`src/rtl/mbsd_regs.vh`:
```
// constants for the b-slice skip/direct converter and vector unpacker
// assumes inclusion by bare name from the design files
`ifndef MBSD_REGS_VH
`define MBSD_REGS_VH
// register byte offsets
`define MBSD_OFF_CTRL 8'h00
`define MBSD_OFF_MBINFO 8'h04
`define MBSD_OFF_PATTERN 8'h08
`define MBSD_OFF_CMD 8'h0c
`define MBSD_OFF_RESULT 8'h10
`define MBSD_OFF_STATUS 8'h14
`define MBSD_OFF_VSEL 8'h18
`define MBSD_OFF_VDATA 8'h1c
`define MBSD_OFF_MVIN 8'h40
// control bits
`define MBSD_CTRL_SKIPOFF 0
`define MBSD_CTRL_DIROFF 1
`define MBSD_CTRL_MBAFF 2
`define MBSD_CTRL_PSLICE 3
// macroblock info bits
`define MBSD_MB_SKIPHINT 0
`define MBSD_MB_PBOFF 1
`define MBSD_MB_SECOND 2
`define MBSD_MB_FIELD 3
`define MBSD_MB_AVAIL_A 4
`define MBSD_MB_AVAIL_B 5
`define MBSD_MB_FIELD_A 6
`define MBSD_MB_FIELD_B 7
`define MBSD_MB_CBPNZ 8
`define MBSD_MB_TYPE_LSB 16
`define MBSD_MB_TYPE_MSB 20
// pattern word: direct pattern 3:0, shapes 15:8, directions 23:16
`define MBSD_PAT_DIR_LSB 0
`define MBSD_PAT_SHP_LSB 8
`define MBSD_PAT_PRD_LSB 16
// partition type codes
`define MBSD_TYPE_DIRECT 5'h00
`define MBSD_TYPE_L0 5'h01
`define MBSD_TYPE_P8X8 5'h16
`define MBSD_TYPE_BIBI8X16 5'h15
// vector counts
`define MBSD_SIZE_8 6'h08
`define MBSD_SIZE_32 6'h20
`define MBSD_MV_WORDS 32
`endif

```
`src/rtl/mbsd_conv.v`:
```
// b-slice skip/direct conversion, pair skip permission and vector expansion
// assumes an ahb-lite master on hclk, one transfer at a time
//
// The AHB-Lite slave port and the address map are this design's own decisions.
`timescale 1ns/10ps
`default_nettype none
`include "mbsd_regs.vh"
// --------------------------------------------------------------
// Contract
// --------------------------------------------------------------
// Contract
// RULE1: permitted b skip input codes skip flag set, pattern zero
// RULE2: refused b skip input becomes direct 16x16 type zero, pattern zero
// RULE3: direct input, conversions on, zero pattern, permitted: skip
// RULE4: same but not permitted: direct 16x16, skip flag clear
// RULE5: skip conversion off keeps zero-pattern direct as direct
// RULE6: nonzero pattern direct stays direct with skip flag clear
// RULE7: direct conversion off keeps type 16h partitioned coding
// RULE8: outside adaptive frame/field the pair permission is one
// RULE9: first macroblock of a pair is always permitted
// RULE10: second is refused if field flag mismatches and first skipped
// RULE11: forced skip refused reverts to l0 16x16 or direct
// RULE12: per-macroblock skip conversion off is honoured
// RULE13: input is vector block plus inline information
// RULE14: unpacked block is 32 or 128 bytes
// RULE15: absent list fields carry zero
// RULE16: large partitions use size 8, 16x16 replicated
// RULE17: 8x16 and 16x8 copied into their quadrants
// RULE18: all-8x8 sub-blocks use size 8 without replication
// RULE19: any minor shape gives size 32 with slot filling
// RULE20: each sub-partition has one fixed slot, others copies
// RULE21: absent list stays zero in all copies
// RULE22: packed count equals vectors sent, summed for type 22
// RULE23: packed count zero, one, two, scaled by sub-shape
// RULE24: vector word holds y in 31:16 and x in 15:0
module mbsd_conv #(
  parameter MV_WORDS = `MBSD_MV_WORDS
) (
  input wire hclk,
  input wire hresetn,
  input wire hsel,
  input wire [7:0] haddr,
  input wire [1:0] htrans,
  input wire hwrite,
  input wire [2:0] hsize,
  input wire [31:0] hwdata,
  input wire hready,
  output reg [31:0] hrdata,
  output reg hreadyout,
  output reg hresp,
  output reg skip_hint_flag,
  output reg [4:0] partition_type_code,
  output reg coded_block_pattern_zero,
  output reg [5:0] vector_block_size,
  output reg [5:0] packed_vector_count,
  output reg result_valid
);
  // ------------------------------------------------------------
  // bus slave
  // ------------------------------------------------------------
  reg [7:0] a_addr_r;
  reg a_wr_r;
  reg [3:0] ctrl_r;
  reg [20:0] mbinfo_r;
  reg [23:0] pattern_r;
  reg [4:0] vsel_r;
  reg first_skip_r;
  reg [31:0] mv_r [0:MV_WORDS-1];
  reg [31:0] rdata_nxt;
  wire start;
  wire [4:0] src;
  wire [31:0] vword;
  integer i;
  assign start = a_wr_r && a_addr_r == `MBSD_OFF_CMD && hwdata[0];
  always @(posedge hclk or negedge hresetn) begin
    if (!hresetn) begin
      a_addr_r <= 8'h00;
      a_wr_r <= 1'b0;
    end else if (hready) begin
      a_addr_r <= {haddr[7:2], 2'h0};
      a_wr_r <= hsel && htrans[1] && hwrite;
    end else begin
      a_wr_r <= a_wr_r;
    end
  end
  // vector words live in the array, loaded word by word (RULE13)
  always @(posedge hclk) begin
    for (i = 0; i < MV_WORDS; i = i + 1)
      if (a_wr_r && a_addr_r == `MBSD_OFF_MVIN + (i[7:0] << 2))
        mv_r[i] <= hwdata; // RULE24
  end
  always @(posedge hclk or negedge hresetn) begin
    if (!hresetn) begin
      ctrl_r <= 4'h0;
      mbinfo_r <= 21'h000000;
      pattern_r <= 24'h000000;
      vsel_r <= 5'h00;
    end else if (a_wr_r) begin
      if (a_addr_r == `MBSD_OFF_CTRL)
        ctrl_r <= hwdata[3:0];
      if (a_addr_r == `MBSD_OFF_MBINFO)
        mbinfo_r <= hwdata[20:0];
      if (a_addr_r == `MBSD_OFF_PATTERN)
        pattern_r <= hwdata[23:0];
      if (a_addr_r == `MBSD_OFF_VSEL)
        vsel_r <= hwdata[4:0];
    end
  end
  // ------------------------------------------------------------
  // type conversion
  // ------------------------------------------------------------
  wire skip_off = ctrl_r[`MBSD_CTRL_SKIPOFF];
  wire dir_off = ctrl_r[`MBSD_CTRL_DIROFF];
  wire mbaff = ctrl_r[`MBSD_CTRL_MBAFF];
  wire pslice = ctrl_r[`MBSD_CTRL_PSLICE];
  wire hint = mbinfo_r[`MBSD_MB_SKIPHINT];
  wire pb_off = mbinfo_r[`MBSD_MB_PBOFF];
  wire second = mbinfo_r[`MBSD_MB_SECOND];
  wire fld = mbinfo_r[`MBSD_MB_FIELD];
  wire pattern_nz = mbinfo_r[`MBSD_MB_CBPNZ];
  wire [4:0] in_type = mbinfo_r[`MBSD_MB_TYPE_MSB:`MBSD_MB_TYPE_LSB];
  wire [3:0] dpat = pattern_r[`MBSD_PAT_DIR_LSB +: 4];
  wire [7:0] shapes = pattern_r[`MBSD_PAT_SHP_LSB +: 8];
  wire [7:0] preds = pattern_r[`MBSD_PAT_PRD_LSB +: 8];
  reg ref_fld;
  reg permit;
  reg o_skip;
  reg [4:0] o_type;
  reg o_cbpz;
  reg is_direct;
  always @* begin
    // neighbour a first, then b, else compare against zero
    if (mbinfo_r[`MBSD_MB_AVAIL_A])
      ref_fld = mbinfo_r[`MBSD_MB_FIELD_A];
    else if (mbinfo_r[`MBSD_MB_AVAIL_B])
      ref_fld = mbinfo_r[`MBSD_MB_FIELD_B];
    else
      ref_fld = 1'b0;
    if (!mbaff)
      permit = 1'b1; // RULE8
    else if (!second)
      permit = 1'b1; // RULE9
    else
      permit = !((fld != ref_fld) && first_skip_r); // RULE10
    is_direct = in_type == `MBSD_TYPE_P8X8 && dpat == 4'hf;
    o_skip = 1'b0;
    o_type = in_type;
    o_cbpz = !pattern_nz;
    if (hint) begin
      o_cbpz = 1'b1;
      if (permit) begin
        o_skip = 1'b1; // RULE1
        o_type = `MBSD_TYPE_DIRECT;
      end else if (pslice) begin
        o_type = `MBSD_TYPE_L0; // RULE11
      end else begin
        o_type = `MBSD_TYPE_DIRECT; // RULE2
      end
    end else if (is_direct && !pslice) begin
      if (dir_off) begin
        o_type = `MBSD_TYPE_P8X8; // RULE7
      end else if (!pattern_nz && !skip_off && !pb_off && permit) begin
        o_skip = 1'b1; // RULE3
        o_type = `MBSD_TYPE_DIRECT;
      end else begin
        // not permitted, disabled, or nonzero pattern (RULE4 RULE5 RULE6)
        o_type = `MBSD_TYPE_DIRECT; // RULE12
      end
    end
  end
  // ------------------------------------------------------------
  // vector counts
  // ------------------------------------------------------------
  function [3:0] sub_count;
    input d;
    input [1:0] sh;
    input [1:0] pr;
    reg [3:0] base;
    begin
      base = (pr == 2'h2) ? 4'h2 : 4'h1;
      if (d)
        sub_count = 4'h0; // RULE23
      else if (sh == 2'h0)
        sub_count = base;
      else if (sh == 2'h3)
        sub_count = base << 2;
      else
        sub_count = base << 1;
    end
  endfunction
  reg [5:0] cnt_nxt;
  reg big;
  always @* begin
    big = (in_type == `MBSD_TYPE_P8X8) && (shapes != 8'h00);
    if (o_skip)
      cnt_nxt = 6'h00;
    else if (in_type == `MBSD_TYPE_P8X8)
      cnt_nxt = {2'h0, sub_count(dpat[0], shapes[1:0], preds[1:0])}
        + {2'h0, sub_count(dpat[1], shapes[3:2], preds[3:2])}
        + {2'h0, sub_count(dpat[2], shapes[5:4], preds[5:4])}
        + {2'h0, sub_count(dpat[3], shapes[7:6], preds[7:6])}; // RULE22
    else if (in_type <= 5'h02)
      cnt_nxt = 6'h01;
    else if (in_type <= 5'h0b)
      cnt_nxt = 6'h02;
    else if (in_type < 5'h14)
      cnt_nxt = 6'h03;
    else
      cnt_nxt = 6'h04;
  end
  // ------------------------------------------------------------
  // expansion readback
  // ------------------------------------------------------------
  mbsd_mv_slot u_slot (
    .slot(vsel_r),
    .big(big),
    .ptype(in_type),
    .shapes(shapes),
    .src(src)
  );
  // compact inputs already zero absent lists, so copies stay zero (RULE15 RULE21)
  assign vword = (!big && vsel_r[4:3] != 2'h0) ? 32'h00000000 : mv_r[src];
  // read data is fetched in the address phase so it stands through the zero-wait
  // data phase; a read right behind a write to the same register sees the old value
  always @* begin
    case ({haddr[7:2], 2'h0})
      `MBSD_OFF_CTRL: rdata_nxt = {28'h0000000, ctrl_r};
      `MBSD_OFF_MBINFO: rdata_nxt = {11'h000, mbinfo_r};
      `MBSD_OFF_PATTERN: rdata_nxt = {8'h00, pattern_r};
      `MBSD_OFF_RESULT: rdata_nxt = {10'h000, packed_vector_count,
        vector_block_size, 3'h0, partition_type_code, coded_block_pattern_zero,
        skip_hint_flag};
      `MBSD_OFF_STATUS: rdata_nxt = {29'h00000000, first_skip_r, permit,
        result_valid};
      `MBSD_OFF_VSEL: rdata_nxt = {27'h0000000, vsel_r};
      `MBSD_OFF_VDATA: rdata_nxt = vword;
      default: rdata_nxt = 32'h00000000;
    endcase
  end
  always @(posedge hclk or negedge hresetn) begin
    if (!hresetn) begin
      hrdata <= 32'h00000000;
      hreadyout <= 1'b1;
      hresp <= 1'b0;
    end else begin
      if (hready && hsel && htrans[1] && !hwrite)
        hrdata <= rdata_nxt;
      hreadyout <= 1'b1;
      hresp <= 1'b0;
    end
  end
  // ------------------------------------------------------------
  // result register
  // ------------------------------------------------------------
  always @(posedge hclk or negedge hresetn) begin
    if (!hresetn) begin
      skip_hint_flag <= 1'b0;
      partition_type_code <= 5'h00;
      coded_block_pattern_zero <= 1'b0;
      vector_block_size <= 6'h00;
      packed_vector_count <= 6'h00;
      result_valid <= 1'b0;
      first_skip_r <= 1'b0;
    end else begin
      result_valid <= start;
      if (start) begin
        skip_hint_flag <= o_skip;
        partition_type_code <= o_type;
        coded_block_pattern_zero <= o_cbpz;
        vector_block_size <= big ? `MBSD_SIZE_32 : `MBSD_SIZE_8; // RULE14
        packed_vector_count <= cnt_nxt;
        if (!second)
          first_skip_r <= o_skip;
      end
    end
  end
endmodule // mbsd_conv
`default_nettype wire

```
`src/rtl/mbsd_mv_slot.v`:
```
// one unpacked vector slot: picks its source vector for the macroblock shape
// assumes compact input vectors ordered per sub-block as l0,l1 pairs
`timescale 1ns/10ps
`default_nettype none
module mbsd_mv_slot (
  input wire [4:0] slot,
  input wire big,
  input wire [4:0] ptype,
  input wire [7:0] shapes,
  output reg [4:0] src
);
  reg [1:0] q;
  reg [1:0] s;
  reg [1:0] sh;
  reg l1;
  always @* begin
    l1 = slot[0];
    src = 5'h00;
    if (!big) begin
      q = slot[2:1];
      s = 2'h0;
      sh = 2'h0;
      // 16x16 replicates quadrant 0, 16x8 top/bottom, 8x16 left/right
      if (ptype == `MBSD_TYPE_P8X8)
        src = {1'b0, q, 1'b0, l1}; // RULE18
      else if (ptype <= 5'h03)
        src = {4'h0, l1}; // RULE16
      else if (ptype[0] == 1'b0)
        src = {1'b0, q[1], 1'b0, 1'b0, l1}; // RULE17
      else
        src = {1'b0, 1'b0, q[0], 1'b0, l1}; // RULE17
    end else begin
      q = slot[4:3];
      s = slot[2:1];
      sh = shapes[2*q +: 2];
      // 8x8 fills four slots, 8x4 rows, 4x8 columns, 4x4 its own
      case (sh)
        2'h0: src = {q, 2'h0, l1}; // RULE19
        2'h1: src = {q, s[1], 1'b0, l1}; // RULE19
        2'h2: src = {q, 1'b0, s[0], l1}; // RULE19
        default: src = {q, s, l1}; // RULE20
      endcase
    end
  end
endmodule // mbsd_mv_slot
`default_nettype wire

```
`config.mk`:
```
export PLATFORM = sky130hd
export DESIGN_NAME = mbsd_conv
export DESIGN_NICKNAME = d
export VERILOG_FILES = /design/src/rtl/mbsd_conv.v /design/src/rtl/mbsd_mv_slot.v
export VERILOG_INCLUDE_DIRS = /design/src /design/src/rtl
export SDC_FILE = /design/constraint.sdc
export NUM_CORES = 1
export LEC_CHECK = 0
export ABC_CLOCK_PERIOD_IN_PS = 8000
export BUFFER_PORTS_ARGS = -buffer_cell sky130_fd_sc_hd__buf_2
export CORE_MARGIN = 2
export CORE_UTILIZATION = 55
export DETAILED_ROUTE_END_ITERATION = 8
export GPL_TIMING_DRIVEN = 1
export PLACE_DENSITY = 0.7
export SKIP_LAST_GASP = 1
export SYNTH_ARGS = -nofsm -noshare
export SYNTH_HDL_FRONTEND = slang
export SYNTH_HIERARCHICAL = 1
export SYNTH_SLANG_ARGS = --single-unit
export TNS_END_PERCENT = 5
```
`constraint.sdc`:
```
create_clock -name hclk -period 8 [get_ports hclk]
set_input_delay 0.8 -clock hclk [delete_from_list [all_inputs] [get_ports hclk]]
set_output_delay 0.8 -clock hclk [all_outputs]
set_load 0.01 [all_outputs]
```
[After elaboration in Yosys (flattened, before gate mapping)]
Memories as Yosys holds them, arrays and structs flattened.
Index checks and enable logic that the tools add are counted.
Word-level totals
  memory bits (read-only): 0
  bits in latches: 0
  output and inout bits: 54
  input bits: 50
  memories: 1
  logic and storage cells: 387
  bits in registers: 114
  memory bits (writable): 1024
Operators by class
  multiplexer cells: 209
  multipliers: 0
  bitwise gates (word level): 1
  add/subtract/negate cells: 3
  reductions and logical operators: 99
  equal/unequal tests: 55
  divide/modulo/power cells: 0
  magnitude comparators: 4
  shifts and indexed selects: 1
Memory list
  mv_r: depth 32, width 32, read ports 1, clocked after Yosys merged registers in 0, write ports 1, RTL line mbsd_conv.v:68  | reg [31:0] mv_r [0:MV_WORDS-1];
Operators by type and width (number)
  32-bit two-way mux: 32
  32-bit OR reduction: 31
  32-bit case mux with 7 select lines: 1
  5-bit two-way mux: 37
  1-bit two-way mux: 107
  6-bit by 5-bit == test with 1-bit output, second input constant: 16
  6-bit == test, second input constant: 16
  4-bit two-way mux: 21
  1-bit logical AND: 47
  6-bit by 3-bit == test with 1-bit output, second input constant: 5
  2-bit == test, second input constant: 9
  6-bit by 2-bit == test with 1-bit output, second input constant: 3
  6-bit two-way mux: 3
  6-bit by 1-bit == test with 1-bit output, second input constant: 2
  5-bit by 2-bit <= comparator with 1-bit output, second input constant: 2
  2-bit zero test: 5
  2-bit AND reduction: 5
  3-bit two-way mux: 3
  3-bit case mux with 3 select lines: 1
  8-bit zero test: 1
  2-bit two-way mux: 4
  8-bit nonzero test: 1
  8-bit by 4-bit variable part select with 2-bit output: 1
  1-bit zero test: 7
  other kinds (12): 12

[Logic depth before layout (Yosys ltp)]
Gate-level depths: netlist of the first run.
  word-level depth: 36
  gate-level depth with buffers: 16
  depth with buffers taken out: 16

[By module]
The synthesis of the first run kept the hierarchy.
By module, submodules not included
  mbsd_conv: cells each 2217, times used 1, area an instance 44729.1 um2, seq. area each 33502.1 um2
  mbsd_mv_slot: cells each 17, times used 1, area an instance 137.6 um2, seq. area each 0.0 um2

[Least setup slack after synthesis of the first run]
Ideal clock, no wire load.
  path type: reg2reg
  start: reg a_addr_r[3]
  end: mem mv_r[17][0], enable pin
  period minus slack after synthesis: 4373 ps
  path buffers: 1
  arrival: 3871 ps
  stages on the path, launching flop included: 4
  required time: 7498 ps
  setup time: 502 ps
  slack: 3627 ps
  path through: dfrtp_1 -> nand2b_1 -> clkbuf_1 -> nor4_1
On the way
  word-level cells in the longest chain between the ends: 36
  elaborated cells between the ends (all ways): 221
  those cells by class: eq/ne (32); mux (126); reduce/logical (63)
RTL lines
  start, declared: RTL line mbsd_conv.v:61  | reg [7:0] a_addr_r;
  start signal, assigned: RTL line mbsd_conv.v:80  | a_addr_r <= {haddr[7:2], 2'h0};
  6-bit by 5-bit == test with 1-bit output: RTL line mbsd_conv.v:89  | if (a_wr_r && a_addr_r == `MBSD_OFF_MVIN + (i[7:0] << 2))
  1-bit logical AND: RTL line mbsd_conv.v:89
  1-bit two-way mux: RTL line mbsd_conv.v:89
  1-bit two-way mux (not written as such): RTL line mbsd_conv.v:90  | mv_r[i] <= hwdata;
  32-bit OR reduction (no source line)
  5-bit two-way mux (no source line) / 1-bit two-way mux (equally long branches) (31 in a row)
  end, declared: RTL line mbsd_conv.v:68
Several ways; a longest one is shown, not always the timed one.

[Worst setup path in the final report of the first run]
  start: reg mbinfo_r[20]
  end: reg hrdata[15]
On the way
  elaborated cells between the ends (all ways): 11
  those cells by class: order compare (1); eq/ne (1); mux (5); reduce/logical (3); memory (1)
RTL lines
  start, declared: RTL line mbsd_conv.v:64  | reg [20:0] mbinfo_r;
  start signal, assigned: RTL line mbsd_conv.v:102  | mbinfo_r <= hwdata[20:0];
  5-bit == test (no source line)
  1-bit logical AND: RTL line mbsd_conv.v:194  | big = (in_type == `MBSD_TYPE_P8X8) && (shapes != 8'h00);
  via big: RTL line mbsd_conv.v:192  | reg big;
  5-bit two-way mux: RTL line mbsd_mv_slot.v:19  | if (!big) begin
  via src[1]: RTL line mbsd_conv.v:71  | wire [4:0] src;
  memory 32 x 32 bit
  32-bit two-way mux: RTL line mbsd_conv.v:222  | assign vword = (!big && vsel_r[4:3] != 2'h0) ? 32'h00000000 : mv_r[src];
  32-bit case mux with 7 select lines: RTL line mbsd_conv.v:226  | case ({haddr[7:2], 2'h0})
  end signal, assigned: RTL line mbsd_conv.v:247  | hrdata <= rdata_nxt;
  end, declared: RTL line mbsd_conv.v:48  | output reg [31:0] hrdata,
The timed path passes the listed nets, and every way through them passes these cells.
A chain may end at the register's enable or synchronous reset.

==> impl_metrics.toml, run 1 <==
[run_status]
outcome = "finished clean"

[cells_and_area]
layout.cell_area.non_filler_sq_um = 50500
drive_above_1_share = 0.263
utilization = 0.626
areaGrowthSynthToFinish_pct = 12.6
nets = 2438
final-instance-count-excl-fill = 3524

[sta]
fin_crit_period_ns = 5.48
achievable-frequency_mhz = 183
final.period_utilization = 0.685
final-setup-viol-count = 0
grt_setup_unrepaired = "no"
hold_viol_final = 0
finalMaxSlewViolations = 0
worst_pin_slew_ns = 1.40
setup-tns-final_ns = 0
clock_skew_ns = 0.0184
maxSlewHeadroom = 0.0655

[yosys]
synth-seq-cells = 1134
mappedNetlistArea_sq_um = 44900
yosysTopAreaCell = "sky130_fd_sc_hd__edfxtp_1"
ys_top_cells_by_count = "sky130_fd_sc_hd__edfxtp_1, sky130_fd_sc_hd__mux4_2, sky130_fd_sc_hd__dfrtp_1"
post-synth-top-count-cell = "sky130_fd_sc_hd__edfxtp_1"
async_flop_share = 0.0970
synthDominantCellAreaShare = 0.685
synth-seq-area-share = 0.747
avgSynthCellArea_sq_um = 20.1
synth_edf_count = 1024
synth_cells = 2234
synth_top_cells_by_area = "sky130_fd_sc_hd__edfxtp_1, sky130_fd_sc_hd__mux4_2, sky130_fd_sc_hd__dfrtp_1"
synth_cell_type_count = 68
ys_dominant_reg_cell = "sky130_fd_sc_hd__edfxtp_1"
yosys_warning_total = 6

[detailed_routing]
drt_drc_violations_left = 0
first_iter_violations = 2968
detail_route.vias_per_cell = 6.69
routed-via-count = 23600
drt_pass1_iterations = 6
routed_wl_um = 115000
final_antenna_net_count = 0
routed_wire_length_per_instance_um = 32.6

[global_routing]
wire_length_of_the_first_global_routing_pass_um = 165000
antenna_violations_before_repair = 2
grt_overflow = 0
vias_in_the_first_global_route = 23500
grt_start_max_net_pins = 122
gr-usage-all-layers = 0.279

[cts]
number_of_buffers_inserted_during_clock_tree_synthesis = 110
cts_max_level = 3
root_buffer = "sky130_fd_sc_hd__clkbuf_16"
post-cts-setup-buffers = 0
sink_count = 1134
clk_transition_reported_paths_ns = 0.06
tritoncts = "built"
ctsResizeCount = 0
worstSkewPairLatency_ns = 0.68
post_cts_hold_buffer_count = 0
clock_path_buffers = 3

[setup_path]
reg2reg_from = "mbinfo_r[20]$_DFFE_PN0P_"
cp_max_fo = 69
worst_r2r_endpoint = "hrdata[15]$_DFFE_PN0P_"
ff2ff_path_depth = 12
classification_of_the_worst_setup_path = "reg -> reg"
arrival_ns = 6.05
timing.reg2reg.setup_slack_ns = 2.52
cp_data_required_time_ns = 8.57
cp-end-kind = "flip-flop"
start_kind = "flip-flop"

[power]
power_density_nw_per_um2 = 259
totalPowerFinal_w = 0.0131
p_leak_nw = 16.7
peakVddDrop_mv = 0.176

[place]
globalplace.congestion = 0.911
postPlaceCellArea_sq_um = 46700
placed_cells_incl_taps = 3319
detailedPlacementHpwl_um = 60300
port_buffers = 91

[die]
io_pins = 104
fp.dieArea_sq_um = 83900
core_region_area_sq_um = 80700
initial_utilization = 0.556
row_count = 104
die_height_um = 290
die_x_um = 290

[job]
number_of_max_cap_violations = 0

[hold_path]
timing.hold.worst.class = "in -> async"
-- cell usage in the layout (no fill, tap or decap), drive strengths merged, types with 5 or more instances in the layout --
cell	instances
clkinv	50
nand3	21
a221oi	37
nor2	68
mux2i	108
o21ai	49
nand2b	10
nor2b	13
edfxtp	1024
a21oi	60
o2111ai	7
a31oi	6
nand2	72
fa	8
clkinvlp	7
a22o	5
mux2	65
a211oi	14
conb	6
ha	9
a221o	12
and3	11
clkbuf	126
a21o	7
o31ai	9
inv	28
bufinv	17
nor4	6
nor3	18
dfrtp	110
a22oi	31
a222oi	5
buf	150
mux4	243
-- final cells by class --
cell class | count | area, sq um
clock buffers | 126 | 2870
flip-flops and latches | 1134 | 33500
well taps | 1060 | 1330
repair buffers | 150 | 926
inverters | 24 | 92.6
diodes | 1 | 2.50
multi-input cells | 951 | 10900
clock inverters | 78 | 881
fillers | 5420 | 30200
-- per-layer routing --
| layer | part of all wire | track usage |
|---|---|---|
| met4 | 0.032 | 0.0987 |
| met1 | 0.39 | 0.405 |
| met5 | 0.00011 | 0 |
| met2 | 0.48 | 0.434 |
| met3 | 0.10 | 0.0484 |
-- critical path, cell delays in order (launching register included) --
cell	delay, ns
sky130_fd_sc_hd__dfrtp_1	0.56
sky130_fd_sc_hd__and4bb_2	0.33
sky130_fd_sc_hd__nand2_1	0.09
sky130_fd_sc_hd__a31oi_1	1.03
sky130_fd_sc_hd__nand2_1	0.23
sky130_fd_sc_hd__a211oi_4	0.41
sky130_fd_sc_hd__buf_4	0.91
sky130_fd_sc_hd__nor2b_2	0.35
sky130_fd_sc_hd__buf_4	0.33
sky130_fd_sc_hd__a221oi_1	0.41
sky130_fd_sc_hd__o21ai_0	0.18
sky130_fd_sc_hd__and3_1	0.29
sky130_fd_sc_hd__o31ai_1	0.22
-- power by group --
group / total [W] / switching, W / leakage [nW] / internal [W]
registers: 0.00661 / 0.0000941 / 10.6 / 0.00652
logic: 0.00112 / 0.000642 / 4.27 / 0.000478
clock network: 0.00534 / 0.00221 / 1.83 / 0.00313
-- flip-flops by register name, summed over array words and instances, names as in the netlist, 2 cells and up --
name / cells
mv_r: 1024
hrdata: 32
pattern_r: 24
mbinfo_r: 21
a_addr_r: 6
packed_vector_count: 6
partition_type_code: 5
vsel_r: 5
ctrl_r: 4
vector_block_size: 2
-- through the flow --
stage	hold slack [ns]	worst slack (ns)
after floorplan	0.464	3.63
after global placement	0.473	2.74
after detailed placement	0.479	2.61
after CTS	0.193	2.54
after global routing	0.246	2.23
final	0.196	2.52
-- worst max-delay path by stage --
stage | startpoint | end | slack (ns) | cells after the start
floorplan | a_addr_r[3]$_DFFE_PN0P_ | mv_r[17][0]$_DFFE_PP_ | 3.63 | 3
global placement | mbinfo_r[20]$_DFFE_PN0P_ | hrdata[12]$_DFFE_PN0P_ | 2.74 | 13
detailed placement | mbinfo_r[19]$_DFFE_PN0P_ | hrdata[5]$_DFFE_PN0P_ | 2.61 | 11
CTS | mbinfo_r[19]$_DFFE_PN0P_ | hrdata[15]$_DFFE_PN0P_ | 2.54 | 12
global route | mbinfo_r[20]$_DFFE_PN0P_ | hrdata[15]$_DFFE_PN0P_ | 2.23 | 12
finish | mbinfo_r[20]$_DFFE_PN0P_ | hrdata[15]$_DFFE_PN0P_ | 2.52 | 12
-- cells by family after synthesis --
logic type,synth area share
other,0.000167
flip-flops,0.747
buffers and inverters,0.0171
AO/OA/AOI/OAI,0.0399
XOR/XNOR,0.000781
adder cells (fa/ha/maj),0.00608
multiplexers,0.162
AND/OR/NAND/NOR,0.0269
Power figures use the tool's default switching activity.
==> run 2, diff against run 1 <==
- ABC_CLOCK_PERIOD_IN_PS: 8000 -> 4750
- PLACE_DENSITY: 0.7 -> 0.73
- clock period: 8 -> 4.75 ns (I/O delays scaled with it)
==> run 2 against run 1 <==
- flip-flop and latch count did not move
- wire length fell by 2.0%
- largest cell class unchanged
- sequential power grew 68%
- power grew 66%
- largest power group unchanged
- critical endpoint is now hrdata[8]$_DFFE_PN0P_
- worst setup slack lost 1.8 ns
==> impl_metrics.toml, run 2 (synthesis gave the netlist of run 1 again) <==
[setup_path]
cp_top_family = "multiplexers"
setup.worst_path.end = "hrdata[8]$_DFFE_PN0P_"
critical_path_depth = 10
max_stage_delay_ns = 0.56
worst_setup_path_startpoint = "mbinfo_r[19]$_DFFE_PN0P_"
cp_data_required_time_ns = 5.25
reg2reg_from = "mbinfo_r[19]$_DFFE_PN0P_"
cp_max_fo = 34
classification_of_the_worst_setup_path = "reg -> reg"
timing.reg2reg.setup_slack_ns = 0.69
cp-end-kind = "flip-flop"
worst_r2r_endpoint = "hrdata[8]$_DFFE_PN0P_"
slowest_stage = "sky130_fd_sc_hd__buf_4"
start_kind = "flip-flop"
worstPathCellList = "and4bb_2, nand2_1, a31oi_1, nand2_1, a211oi_4, buf_4, mux4_2, mux4_2, mux2i_1, o21ai_1"
cp.buffers_inverters = 1
arrival_ns = 4.57
ff2ff_path_depth = 10

[die]
io_pins = 104
row_count = 104
initial_utilization = 0.556
die_x_um = 290
core_region_area_sq_um = 80700
fp.dieArea_sq_um = 83900
die_height_um = 290

[cts]
clock_path_buffers = 3
clk_transition_reported_paths_ns = 0.06
post-cts-setup-buffers = 0
cts_max_level = 3
root_buffer = "sky130_fd_sc_hd__clkbuf_16"
worstSkewPairLatency_ns = 0.66
ctsResizeCount = 0
tritoncts = "built"
sink_count = 1134
number_of_buffers_inserted_during_clock_tree_synthesis = 108

[sta]
maxSlewHeadroom = 0.204
clock_skew_ns = 0.0193
setup_ws_ns = 0.687
finalMaxSlewViolations = 0
hold_viol_final = 0
final-setup-viol-count = 0
worst_pin_slew_ns = 1.19
fin_crit_period_ns = 4.06
grt_setup_unrepaired = "no"
final.period_utilization = 0.855
setup-tns-final_ns = 0
achievable-frequency_mhz = 246

[cells_and_area]
final-instance-count-excl-fill = 3546
utilization = 0.627
drive_above_1_share = 0.264
layout.cells.most_common_list = "sky130_fd_sc_hd__edfxtp_1, sky130_fd_sc_hd__mux4_2, sky130_fd_sc_hd__clkbuf_16"
antennaDiodeCount = 0
largest_registers = "mv_r: 1024 flops, hrdata: 32 flops, pattern_r: 24 flops"
largest_reg_flops = 1024
areaGrowthSynthToFinish_pct = 12.8
nets = 2461
layout.cells.most_common = "sky130_fd_sc_hd__edfxtp_1"
regMostFlops = "mv_r"

[place]
port_buffers = 91
detailedPlacementHpwl_um = 64700
placed_cells_incl_taps = 3343
setup_slack_after_placement_ns = 0.763
globalplace.congestion = 0.922

[global_routing]
grt_start_max_net_pins = 58
wire_length_of_the_first_global_routing_pass_um = 163000
antenna_violations_before_repair = 1
grt_overflow = 0
vias_in_the_first_global_route = 23600
gr-usage-all-layers = 0.274

[power]
power_density_nw_per_um2 = 429
peakVddDrop_mv = 0.311
p_leak_nw = 16.7

[detailed_routing]
routed-via-count = 23600
final_antenna_net_count = 0
detail_route.vias_per_cell = 6.65
drt_pass1_iterations = 6
first_iter_violations = 3144
routed_wire_length_per_instance_um = 31.7
routed_wl_um = 112000
drt_drc_violations_left = 0

[job]
number_of_max_cap_violations = 0

[hold_path]
timing.hold.worst.class = "in -> reg"

[run_status]
outcome = "finished clean"
==> run 2: cell types whose count changed in the layout (fill, tap and decap cells not counted), sizes merged <==
cell / change
buf: +24
clkbuf: +14
clkinv: -7
bufinv: -4
inv: -4
clkinvlp: -1
diode: -1
dlygate4sd3: +1
==> run 2: per-stage QoR <==
stage	area (sq um)	total power, W	hold WS (ns)
2_1_floorplan	44900	0.0126	0.179
3_3_place_gp	47000	0.0132	0.475
3_5_place_dp	47000	0.0133	0.482
4_1_cts	50600	0.0218	0.0732
5_1_grt	50600	0.0223	0.106
6_report	50600	0.0217	0.108
==> run 2: worst min path at each step <==
stage,start,end,slack [ns],depth (start not counted)
after global routing,haddr[6],a_addr_r[6]$_DFFE_PN0P_,0.11,2
final,haddr[6],a_addr_r[6]$_DFFE_PN0P_,0.11,2
after CTS,haddr[6],a_addr_r[6]$_DFFE_PN0P_,0.07,2
after floorplan,hresetn,a_addr_r[2]$_DFFE_PN0P_,0.18,0
after global placement,mbinfo_r[14]$_DFFE_PN0P_,mbinfo_r[14]$_DFFE_PN0P_,0.48,1
after detailed placement,mbinfo_r[15]$_DFFE_PN0P_,mbinfo_r[15]$_DFFE_PN0P_,0.48,1
==> run 2: repair_timing <==
item / 4_1_cts / 5_1_grt
hold endpoints to repair: 46 / 0
hold buffers: 1 / 0
setup endpoints to repair: 0 / 0
==> run 2: area by class of cell <==
class / count / area [sq um]
clock buffer: 140 / 2920
inverter: 24 / 92.6
fill: 5339 / 30100
timing repair buffer: 175 / 1190
sequential: 1134 / 33500
tap: 1060 / 1330
multi-input combinational: 951 / 10900
clock inverter: 62 / 671
==> run 2: per-layer routing <==
metal | wire [um] | vias up | part of all wire | track usage
li1 | - | 9540 | - | -
met1 | 42300 | 12400 | 0.38 | 0.392
met2 | 54600 | 1443 | 0.49 | 0.437
met3 | 12200 | 224 | 0.11 | 0.0458
met4 | 3230 | 0 | 0.029 | 0.0878
met5 | 0 | - | 0 | 0
==> run 2: report_power, final <==
part	switching, W	internal (W)	leakage (nW)	total [W]
Combinational	0.00111	0.000840	4.42	0.00195
Sequential	0.000153	0.0110	10.6	0.0111
Clock	0.00361	0.00503	1.74	0.00864
Total	0.00487	0.0168	16.7	0.0217
